$ cat config.mk
export PLATFORM = sky130hd
export DESIGN_NAME = host_command_parser
export DESIGN_NICKNAME = d
export VERILOG_FILES = /design/src/reply_formatter.sv /design/src/host_command_parser.sv
export SDC_FILE = /design/constraint.sdc
export NUM_CORES = 1
export LEC_CHECK = 0
export ABC_CLOCK_PERIOD_IN_PS = 4500
export BUFFER_PORTS_ARGS = -buffer_cell sky130_fd_sc_hd__buf_2
export CAP_MARGIN = 10
export CELL_PAD_IN_SITES_DETAIL_PLACEMENT = 1
export CELL_PAD_IN_SITES_GLOBAL_PLACEMENT = 1
export CORE_AREA = 2 2 139 243
export CTS_CLUSTER_SIZE = 28
export DETAILED_ROUTE_END_ITERATION = 8
export DIE_AREA = 0 0 141 245
export HOLD_SLACK_MARGIN = 0.02
export MAX_ROUTING_LAYER = met4
export PLACE_DENSITY = 0.74
export SYNTH_ARGS = -nofsm -noshare
export SYNTH_HDL_FRONTEND = slang
export SYNTH_SLANG_ARGS = --single-unit
$ cat constraint.sdc
create_clock -name i_clk_sys -period 4.5 [get_ports i_clk_sys]
set_clock_uncertainty 0.2 [all_clocks]
set_input_delay 0.225 -clock i_clk_sys [delete_from_list [all_inputs] [get_ports i_clk_sys]]
set_output_delay 0.225 -clock i_clk_sys [all_outputs]
set_load 0.01 [all_outputs]
$ cat src/reply_formatter.sv
package host_cmd_pkg;
  localparam logic [7:0] FRAME_CHAR = 8'h7e;
  localparam logic [7:0] NET_PREFIX = 8'h2f;
  localparam logic [7:0] USER_MIN = 8'h41;
  localparam logic [7:0] CMD_DIAG = 8'h34;
  localparam logic [7:0] CMD_RESET = 8'h3b;
  localparam logic [7:0] CMD_CLEAR = 8'h3c;
  localparam logic [7:0] CHAR_SPACE = 8'h20;
  localparam logic [7:0] CHAR_HASH = 8'h23;
  localparam logic [7:0] CHAR_ZERO = 8'h30;
  localparam logic [3:0] REPLY_LEN = 4'hb;
  localparam logic [3:0] DIGIT_FIRST = 4'h6;
  localparam logic [15:0] COUNT_RST = 16'h0000;
  localparam int NUM_PORTS = 3;
  localparam logic [1:0] PORT_HOST = 2'h0;
  localparam logic [1:0] PORT_SETUP = 2'h1;
  localparam logic [1:0] PORT_NET = 2'h2;

  typedef logic [1:0] port_t;

  typedef struct packed {
    logic [7:0] data;
    logic last;
  } byte_t;

  typedef struct packed {
    logic [7:0] data;
    port_t port;
  } tagged_byte_t;
endpackage : host_cmd_pkg

module reply_formatter #(
  parameter logic [31:0] MODEL_ID = 32'h4d444c30 // Arbitrary identifier, four ASCII chars
) (
  input wire logic i_clk_sys, // System clock
  input wire logic i_rst_n, // Synchronised reset, active low
  input wire logic i_start, // Begin a reply
  input wire logic [15:0] i_count, // Count to report
  input wire host_cmd_pkg::port_t i_port, // Port to answer on
  input wire logic i_ready, // Sink takes byte
  output logic o_busy, // Reply in progress
  output logic o_valid, // Byte on o_rsp is valid
  output host_cmd_pkg::tagged_byte_t o_rsp // Reply byte and port
);
  logic [3:0] idx_q;
  logic [15:0] cnt_q;
  logic busy_q;
  host_cmd_pkg::tagged_byte_t rsp_q;
  logic [3:0] sent_q;

  function automatic logic [7:0] reply_byte(input logic [3:0] idx, input logic [15:0] cnt);
    logic [15:0] div;
    logic [15:0] rem;
    div = 16'h0001;
    rem = 16'h0000;
    if (idx < 4'h4) begin
      reply_byte = MODEL_ID[8'(31 - 8 * idx) -: 8];
    end else if (idx == 4'h4) begin
      reply_byte = host_cmd_pkg::CHAR_SPACE;
    end else if (idx == 4'h5) begin
      reply_byte = host_cmd_pkg::CHAR_HASH;
    end else begin
      for (int k = 0; k < 4; k++) begin
        if (4'(k) < 4'hA - idx) begin
          div = 16'(div * 16'h000a);
        end
      end
      rem = 16'((cnt / div) % 16'h000a);
      reply_byte = host_cmd_pkg::CHAR_ZERO + rem[7:0];
    end
  endfunction : reply_byte

  always_ff @(posedge i_clk_sys or negedge i_rst_n) begin
    if (!i_rst_n) begin
      busy_q <= 1'b0;
      idx_q <= 4'h0;
      cnt_q <= host_cmd_pkg::COUNT_RST;
      rsp_q <= '0;
    end else if (i_start && !busy_q) begin
      busy_q <= 1'b1;
      idx_q <= 4'h0;
      cnt_q <= i_count;
      rsp_q <= '{data: reply_byte(4'h0, i_count), port: i_port};
    end else if (busy_q && i_ready) begin
      if (idx_q == host_cmd_pkg::REPLY_LEN - 4'h1) begin
        busy_q <= 1'b0;
      end else begin
        idx_q <= idx_q + 4'h1;
        rsp_q.data <= reply_byte(idx_q + 4'h1, cnt_q);
      end
    end
  end

  assign o_busy = busy_q;
  assign o_valid = busy_q;
  assign o_rsp = rsp_q;

  // Bytes handed over so far, kept apart from the index for the length check
  always_ff @(posedge i_clk_sys or negedge i_rst_n) begin
    if (!i_rst_n) begin
      sent_q <= 4'h0;
    end else if (i_start && !busy_q) begin
      sent_q <= 4'h0;
    end else if (busy_q && i_ready) begin
      sent_q <= sent_q + 4'h1;
    end
  end

  reply_length_a: assert property (@(posedge i_clk_sys) disable iff (!i_rst_n)
    (busy_q && i_ready) |=> (busy_q == (sent_q < host_cmd_pkg::REPLY_LEN)))
    else $error("reply length not eleven bytes");
  digit_char_a: assert property (@(posedge i_clk_sys) disable iff (!i_rst_n)
    (busy_q && idx_q >= host_cmd_pkg::DIGIT_FIRST) |->
      (rsp_q.data >= 8'h30 && rsp_q.data <= 8'h39))
    else $error("count digit not a decimal character");
endmodule : reply_formatter

$ cat src/host_command_parser.sv
// Summary of operation
// - Network commands start with slash; unprefixed strings from A upward go to user program.
// - Codes below 65 run here; 65 and above pass to the user program.
// - Host and setup ports are decoded the same way (tilde framing); the network port uses slash prefix and message end.
// - Diagnostic command replies with identifier, space, hash and five-digit count.
// - Count is shown as five decimal digits, leading zeros, up to 65535.
// - Each answered diagnostic request bumps the count by one.
// - Count clears on clear-count, on reset command and at power-up.
// - On the network a bare diagnostic code alone returns the count.
// - Clear-count touches only the count, nothing else.
// - Reset command restarts as a power cycle, stored settings kept.
module host_command_parser (
  input wire logic i_clk_sys, // 25 MHz system clock
  input wire logic i_rstn, // Power-on reset, active low
  input wire logic i_host_valid, // Host serial byte valid
  input wire host_cmd_pkg::byte_t i_host_byte, // Host serial byte
  output logic o_host_ready, // Host byte taken
  input wire logic i_setup_valid, // Setup serial byte valid
  input wire host_cmd_pkg::byte_t i_setup_byte, // Setup serial byte
  output logic o_setup_ready, // Setup byte taken
  input wire logic i_net_valid, // Network byte valid
  input wire host_cmd_pkg::byte_t i_net_byte, // Network byte, last ends message
  output logic o_net_ready, // Network byte taken
  output logic o_sys_valid, // System command pulse
  output host_cmd_pkg::tagged_byte_t o_sys_cmd, // System command code and port
  output logic o_user_valid, // User program data pulse
  output host_cmd_pkg::tagged_byte_t o_user_data, // User program byte and port
  output logic o_restart, // Device restart request pulse
  output logic o_rsp_valid, // Reply byte valid
  output host_cmd_pkg::tagged_byte_t o_rsp, // Reply byte and port
  input wire logic i_rsp_ready, // Reply sink takes byte
  output logic [15:0] o_msg_count // Diagnostic message count
);
  typedef enum logic [2:0] {ST_IDLE, ST_CODE, ST_BODY, ST_DATA, ST_SKIP} st_t;

  logic rst_meta_q;
  logic rst_n_q;
  st_t st_q [host_cmd_pkg::NUM_PORTS];
  logic [7:0] code_q [host_cmd_pkg::NUM_PORTS];
  logic [2:0] vld;
  host_cmd_pkg::byte_t in_b [host_cmd_pkg::NUM_PORTS];
  host_cmd_pkg::port_t sel;
  logic take;
  logic busy;
  logic exec_v;
  logic [7:0] exec_code;
  logic user_v;
  st_t st_d;
  logic [7:0] code_d;
  logic [15:0] count_q;
  logic sys_v_q;
  host_cmd_pkg::tagged_byte_t sys_q;
  logic user_v_q;
  host_cmd_pkg::tagged_byte_t user_q;
  logic restart_q;
  logic diag_start_q;

  always_ff @(posedge i_clk_sys or negedge i_rstn) begin
    if (!i_rstn) begin
      rst_meta_q <= 1'b0;
      rst_n_q <= 1'b0;
    end else begin
      rst_meta_q <= 1'b1;
      rst_n_q <= rst_meta_q;
    end
  end

  function automatic host_cmd_pkg::port_t pick(input logic [2:0] v);
    if (v[0]) begin
      pick = host_cmd_pkg::PORT_HOST;
    end else if (v[1]) begin
      pick = host_cmd_pkg::PORT_SETUP;
    end else begin
      pick = host_cmd_pkg::PORT_NET;
    end
  endfunction : pick

  function automatic logic is_user(input logic [7:0] c);
    is_user = (c >= host_cmd_pkg::USER_MIN);
  endfunction : is_user

  assign vld = {i_net_valid, i_setup_valid, i_host_valid};
  assign in_b[0] = i_host_byte;
  assign in_b[1] = i_setup_byte;
  assign in_b[2] = i_net_byte;
  assign sel = pick(vld);
  // Stall all inputs while a reply or its start is pending
  assign busy = diag_start_q || o_rsp_valid;
  assign take = vld[sel] && !busy;
  assign o_host_ready = take && (sel == host_cmd_pkg::PORT_HOST);
  assign o_setup_ready = take && (sel == host_cmd_pkg::PORT_SETUP);
  assign o_net_ready = take && (sel == host_cmd_pkg::PORT_NET);

  always_comb begin
    host_cmd_pkg::byte_t b;
    b = in_b[sel];
    st_d = st_q[sel];
    code_d = code_q[sel];
    exec_v = 1'b0;
    exec_code = code_q[sel];
    user_v = 1'b0;
    if (sel != host_cmd_pkg::PORT_NET) begin
      case (st_q[sel])
        ST_IDLE: begin
          if (b.data == host_cmd_pkg::FRAME_CHAR) st_d = ST_CODE;
        end
        ST_CODE: begin
          if (b.data != host_cmd_pkg::FRAME_CHAR) begin
            code_d = b.data;
            user_v = is_user(b.data);
            st_d = ST_BODY;
          end
        end
        default: begin
          if (b.data == host_cmd_pkg::FRAME_CHAR) begin
            exec_v = !is_user(code_q[sel]);
            st_d = ST_IDLE;
          end else begin
            user_v = is_user(code_q[sel]);
          end
        end
      endcase
    end else begin
      case (st_q[sel])
        ST_IDLE: begin
          if (b.data == host_cmd_pkg::NET_PREFIX) begin
            st_d = b.last ? ST_IDLE : ST_CODE;
          end else if (is_user(b.data)) begin
            user_v = 1'b1;
            st_d = b.last ? ST_IDLE : ST_DATA;
          end else if (b.last) begin
            exec_v = 1'b1;
            exec_code = b.data;
          end else begin
            st_d = ST_SKIP;
          end
        end
        ST_CODE: begin
          code_d = b.data;
          if (is_user(b.data)) begin
            user_v = 1'b1;
            st_d = b.last ? ST_IDLE : ST_DATA;
          end else if (b.last) begin
            exec_v = 1'b1;
            exec_code = b.data;
            st_d = ST_IDLE;
          end else begin
            st_d = ST_BODY;
          end
        end
        ST_BODY: begin
          if (b.last) begin
            exec_v = 1'b1;
            st_d = ST_IDLE;
          end
        end
        ST_DATA: begin
          user_v = 1'b1;
          if (b.last) st_d = ST_IDLE;
        end
        default: begin
          if (b.last) st_d = ST_IDLE;
        end
      endcase
    end
    if (!take) begin
      exec_v = 1'b0;
      user_v = 1'b0;
    end
  end

  // Parser state per port; one decoder shared by all ports
  always_ff @(posedge i_clk_sys or negedge rst_n_q) begin
    if (!rst_n_q) begin
      for (int i = 0; i < host_cmd_pkg::NUM_PORTS; i++) begin
        st_q[i] <= ST_IDLE;
        code_q[i] <= 8'h00;
      end
    end else if (restart_q) begin
      for (int i = 0; i < host_cmd_pkg::NUM_PORTS; i++) begin
        st_q[i] <= ST_IDLE;
      end
    end else if (take) begin
      st_q[sel] <= st_d;
      code_q[sel] <= code_d;
    end
  end

  always_ff @(posedge i_clk_sys or negedge rst_n_q) begin
    if (!rst_n_q) begin
      sys_v_q <= 1'b0;
      sys_q <= '0;
      user_v_q <= 1'b0;
      user_q <= '0;
      restart_q <= 1'b0;
      diag_start_q <= 1'b0;
    end else begin
      sys_v_q <= exec_v;
      sys_q <= '{data: exec_code, port: sel};
      user_v_q <= user_v;
      user_q <= '{data: in_b[sel].data, port: sel};
      restart_q <= exec_v && (exec_code == host_cmd_pkg::CMD_RESET);
      diag_start_q <= exec_v && (exec_code == host_cmd_pkg::CMD_DIAG);
    end
  end

  // Count reported, then advanced, as the reply starts
  always_ff @(posedge i_clk_sys or negedge rst_n_q) begin
    if (!rst_n_q) begin
      count_q <= host_cmd_pkg::COUNT_RST;
    end else if (exec_v && (exec_code == host_cmd_pkg::CMD_CLEAR ||
                 exec_code == host_cmd_pkg::CMD_RESET)) begin
      count_q <= host_cmd_pkg::COUNT_RST;
    end else if (diag_start_q) begin
      count_q <= count_q + 16'h0001;
    end
  end

  reply_formatter u_reply (
    .i_clk_sys(i_clk_sys),
    .i_rst_n(rst_n_q),
    .i_start(diag_start_q),
    .i_count(count_q),
    .i_port(sys_q.port),
    .i_ready(i_rsp_ready),
    .o_busy(),
    .o_valid(o_rsp_valid),
    .o_rsp(o_rsp)
  );

  assign o_sys_valid = sys_v_q;
  assign o_sys_cmd = sys_q;
  assign o_user_valid = user_v_q;
  assign o_user_data = user_q;
  assign o_restart = restart_q;
  assign o_msg_count = count_q;

  count_step_a: assert property (@(posedge i_clk_sys) disable iff (!rst_n_q)
    diag_start_q |=> count_q == 16'($past(count_q) + 16'h0001))
    else $error("count did not advance on diagnostic request");
  count_clear_a: assert property (@(posedge i_clk_sys) disable iff (!rst_n_q)
    (exec_v && exec_code == host_cmd_pkg::CMD_CLEAR) |=> count_q == 16'h0000)
    else $error("count not cleared");
  clear_norestart_a: assert property (@(posedge i_clk_sys) disable iff (!rst_n_q)
    (exec_v && exec_code == host_cmd_pkg::CMD_CLEAR) |=> !restart_q)
    else $error("clear-count restarted device");
  restart_pulse_a: assert property (@(posedge i_clk_sys) disable iff (!rst_n_q)
    (exec_v && exec_code == host_cmd_pkg::CMD_RESET) |=> restart_q ##1 !restart_q)
    else $error("restart not a single pulse");
  count_wrap_a: assert property (@(posedge i_clk_sys) disable iff (!rst_n_q)
    (diag_start_q && count_q == 16'hffff) |=> count_q == 16'h0000)
    else $error("count did not wrap");
  split_class_a: assert property (@(posedge i_clk_sys) disable iff (!rst_n_q)
    sys_v_q |-> sys_q.data < host_cmd_pkg::USER_MIN)
    else $error("user code executed as system command");
  diag_reply_a: assert property (@(posedge i_clk_sys) disable iff (!rst_n_q)
    diag_start_q |=> o_rsp_valid && o_rsp.data == 8'h4d)
    else $error("reply did not start with identifier");
  frame_exec_a: assert property (@(posedge i_clk_sys) disable iff (!rst_n_q)
    (exec_v && sel != host_cmd_pkg::PORT_NET) |-> in_b[sel].data == host_cmd_pkg::FRAME_CHAR)
    else $error("serial command executed without closing frame");
endmodule : host_command_parser

==> run metrics, run 1 <==
sequential fraction of the synthesis area 0.202; global route total overflow 98; Initial Util 0.393; post-place setup slack -29.25 ns; die width 141 um; routability cong. 0.946; synth cell count leaders nor2_1 (170), ha_1 (165), nand2_1 (151); Clock Sinks 104; gr usage total 0.725; ys flop type dfrtp_1; FF+latch count, synth 104; top cells by area, synth dfrtp_1 (20%), ha_1 (16%), mux2_2 (5.4%); Clock Tree Root clkbuf_16; Fail Step global routing; cell taking the most area after synthesis dfrtp_1; outcome did not finish; Post-Syn Area 12900 um^2; YS warnings 0; CTS max path bufs 2; count leader, synth nor2_1; total CTS buffers 9; port bufs 85; Yosys cell types 97; DP HPWL 42700 um; largest net degree at the start of global routing 77; # rows 88; initial antenna violation count 5; H-tree depth 3; Synth top area share 0.202; WEP type register input; First Err [ERROR GRT-0232] Routing congestion too high. Check the congestion heatmap in the GUI.; # IOs 86; EDFF count, synth 0; post-synthesis average cell area 7.89 um^2; Mapped Cells 1630; Die H 245 um; worst setup endpoint GRT u_reply.o_rsp[2]$_DFFE_PN0P_/D; ys async rst share 1.00
-- metrics by stage --
stage	instances	TNS [ns]	area (um^2)	util	hold slack (ns)
4_1_cts	2595	-184.64	18600	0.569	0.0271
3_5_place_dp	2474	-194.71	17000	0.521	-0.189
3_3_place_gp	2474	-182.15	17000	0.521	-0.190
2_1_floorplan	1631	-201.59	13400	-	-0.271
-- cells by family after synthesis --
logic type	Yosys count	synth area share
flops	104	0.202
other cells	1	0.000291
simple gates	615	0.226
fa+ha+maj	168	0.164
xor+xnor	46	0.0334
buf+inv	134	0.0419
mux	93	0.0813
compound gates	469	0.251
-- routing by layer --
layer / global-route usage / GRT overflow
met5: - / -
met4: 0.743 / 43
met3: 0.476 / 1
met2: 0.928 / 54
met1: 0.702 / 0
-- repair_timing --
action / CTS
setup endpoints to repair: 7
pin swaps: 120
endpoints found under the hold margin: 5
buffers inserted: 101
hold buffers: 5
gates resized for setup: 91
==> run 2, diff against run 1 <==
==> config.mk (replaced) <==
export PLATFORM = sky130hd
export DESIGN_NAME = host_command_parser
export DESIGN_NICKNAME = d
export VERILOG_FILES = /design/src/reply_formatter.sv /design/src/host_command_parser.sv
export SDC_FILE = /design/constraint.sdc
export NUM_CORES = 1
export LEC_CHECK = 0
export ABC_CLOCK_PERIOD_IN_PS = 4500
export BUFFER_PORTS_ARGS = -buffer_cell sky130_fd_sc_hd__buf_2
export CAP_MARGIN = 10
export CORE_AREA = 2 2 230 232
export DETAILED_ROUTE_END_ITERATION = 8
export DIE_AREA = 0 0 232 234
export PLACE_DENSITY_LB_ADDON = 0.15
export SYNTH_ARGS = -nofsm -noshare
export SYNTH_HDL_FRONTEND = slang
export SYNTH_SLANG_ARGS = --single-unit
==> run 2 against run 1 <==
Compared with the run above: synthesized area stayed put; synthesized cell count stayed put; the flow now finishes, with violations (setup timing).
==> run metrics, run 2 <==
worst slew pin tran 1.05 ns; CTS max path bufs 2 (unchanged); Mapped Cells 1630 (unchanged); post-synthesis average cell area 7.89 um^2 (unchanged); initial DRC count 616; ys flop type dfrtp_1 (unchanged); Fin. Hold Viols 0; FF+latch count, synth 104 (unchanged); total CTS buffers 9 (unchanged); Reg2Reg Depth 202; worst hold path type in -> reg; YS warnings 0 (unchanged); Worst-path clk slew 0.08 ns; final WL 50700 um; CP Class reg -> reg; Layout area overhead 56.8%; largest register by flop count code_q; CP most frequent cell o21a_1; area post-placement 17500 um^2 (was 17000 um^2); Finish-stage setup viols 7; die footprint 54300 um^2; Antenna Cells 0; worst setup path start u_reply.idx_q[0]; Tmin final 31.76 ns; synth cell count leaders nor2_1 (170), ha_1 (165), nand2_1 (151) (unchanged); first-pass GRT wire length 80600 um; Critical Path End u_reply.o_rsp[2]; Yosys cell types 97 (unchanged); crit share post-route 7.06; RSZ-0062 raised after global routing true; # rows 84 (was 88); Worst R2R End u_reply.o_rsp[2]; WP data required 4.56 ns; Die H 234 um (was 245 um); crit end category flop; Slew HR 0.294; initial antenna violation count 0; DR WL/cell 16.9 um; sequential fraction of the synthesis area 0.202 (unchanged); max reg flops 24; Placed Cells 2771 (was 2474); Post-Syn Area 12900 um^2 (unchanged); final net count 2514; worst r2r src u_reply.idx_q[0]; CORE AREA 52000 um^2; reg2reg setup slack -27.26 ns; Clock Sinks 104 (unchanged); CP Max Fanout 7; Initial Util 0.247 (was 0.393); Residual DRC 0; Post-DRT Antenna Nets 0; Synth top area share 0.202 (unchanged); DP HPWL 37500 um (was 42700 um); Min Hold Slack 0.0677 ns; ys async rst share 1.00 (unchanged); fmax 31.5 MHz; arrival time worst endpoint 31.82 ns; failing checks setup timing; vias 14900; routability cong. 0.853 (was 0.946); vias in the first global route 15200; Clk Latency, worst-skew pair 0.38 ns; die width 232 um (was 141 um); design area 20200 um^2; gr usage total 0.186; via-per-instance ratio 4.94; most frequent cells in the layout buf_4 (645), nor2_1 (162), ha_1 (150), nand2_1 (135), nor3_1 (118); # IOs 86 (unchanged); # Max-Cap Violations 0; port bufs 85 (unchanged); Post-Layout Cell Count 3008; top cells by area, synth dfrtp_1 (20%), ha_1 (16%), mux2_2 (5.4%) (unchanged); critical path's largest stage delay 0.51 ns; ratio of cells with drive above 1 in the final layout 0.426; CP Launch Type flop; cell taking the most area after synthesis dfrtp_1 (unchanged); outcome finished, violations left (was did not finish); CP max-delay cell o31ai_1; TritonCTS clock tree done; Clock Tree Root clkbuf_16 (unchanged); EDFF count, synth 0 (unchanged); count leader, synth nor2_1 (unchanged); Pre-antenna DRT Iters 4; H-tree depth 3 (unchanged); largest net degree at the start of global routing 43; worst setup margin -27.26 ns; post-place setup slack -27.93 ns (was -29.25 ns); Final Slew Violations 0; commonest non-fill, non-tap cell in the layout buf_4; global route total overflow 0
==> run 2: final cells by class <==
type                    instances  area, um^2
fillers                      5306       31900
multi-input cells            1393       10600
repair buffers                753        5550
flip-flops and latches        104        2610
well taps                     688         861
clock buffers                  11         243
inverters                      54         214
clock inverters                 5        65.1
==> run 2: worst max-delay path, delay by kind of cell, from the launching register on <==
| kind | cells | cell delay, ns |
|---|---|---|
| flops | 1 | 0.41 |
| buf+inv | 55 | 6.55 |
| xor+xnor | 1 | 0.11 |
| compound gates | 94 | 15.71 |
| mux | 2 | 0.33 |
| simple gates | 34 | 3.91 |
| fa+ha+maj | 16 | 4.42 |
==> run 2: logic make-up after synthesis <==
family | count (synthesis) | share of synthesized area
simple gates | 615 | 0.226
compound gates | 469 | 0.251
fa+ha+maj | 168 | 0.164
buf+inv | 134 | 0.0419
flops | 104 | 0.202
mux | 93 | 0.0813
xor+xnor | 46 | 0.0334
other cells | 1 | 0.000291
==> run 2: routing by layer <==
| metal | track usage | vias up | wire, um |
|---|---|---|---|
| met5 | 0 | - | 0 |
| met3 | 0.0171 | 50 | 1350 |
| met2 | 0.348 | 245 | 25600 |
| met1 | 0.231 | 7134 | 23000 |
| li1 | - | 7424 | - |
| met4 | 0.0409 | 0 | 761 |
==> run 2: worst min path at each step <==
stage / start / endpoint / slack [ns] / depth (start not counted)
floorplan: i_rstn / rst_meta_q / -0.27 / 0
global placement: i_rstn / rst_meta_q / -0.19 / 1
detailed placement: i_rstn / rst_meta_q / -0.19 / 1
CTS: i_host_byte[1] / o_user_data[2] / 0.03 / 4
global route: i_host_byte[7] / o_user_data[8] / 0.08 / 4
finish: i_host_byte[1] / o_user_data[2] / 0.07 / 4
==> run 2: metrics by stage <==
| step | util | setup TNS, ns |
|---|---|---|
| floorplan | - | -201.59 |
| global placement | 0.336 | -182.55 |
| detailed placement | 0.336 | -186.07 |
| CTS | 0.376 | -182.53 |
| global route | 0.388 | -194.29 |
| finish | 0.388 | -182.60 |
==> run 2: timing repair <==
item | CTS | global route
gates cloned | 1 | 0
buffers inserted | 182 | 44
hold endpoints to repair | 6 | 0
setup endpoints to repair | 7 | 7
pin swaps | 126 | 99
resized for setup | 75 | 61
hold buffers | 6 | 0
Power of run 2 is not shown: default switching activity piles up to over one toggle a cycle in this logic, so the estimate is an artifact.
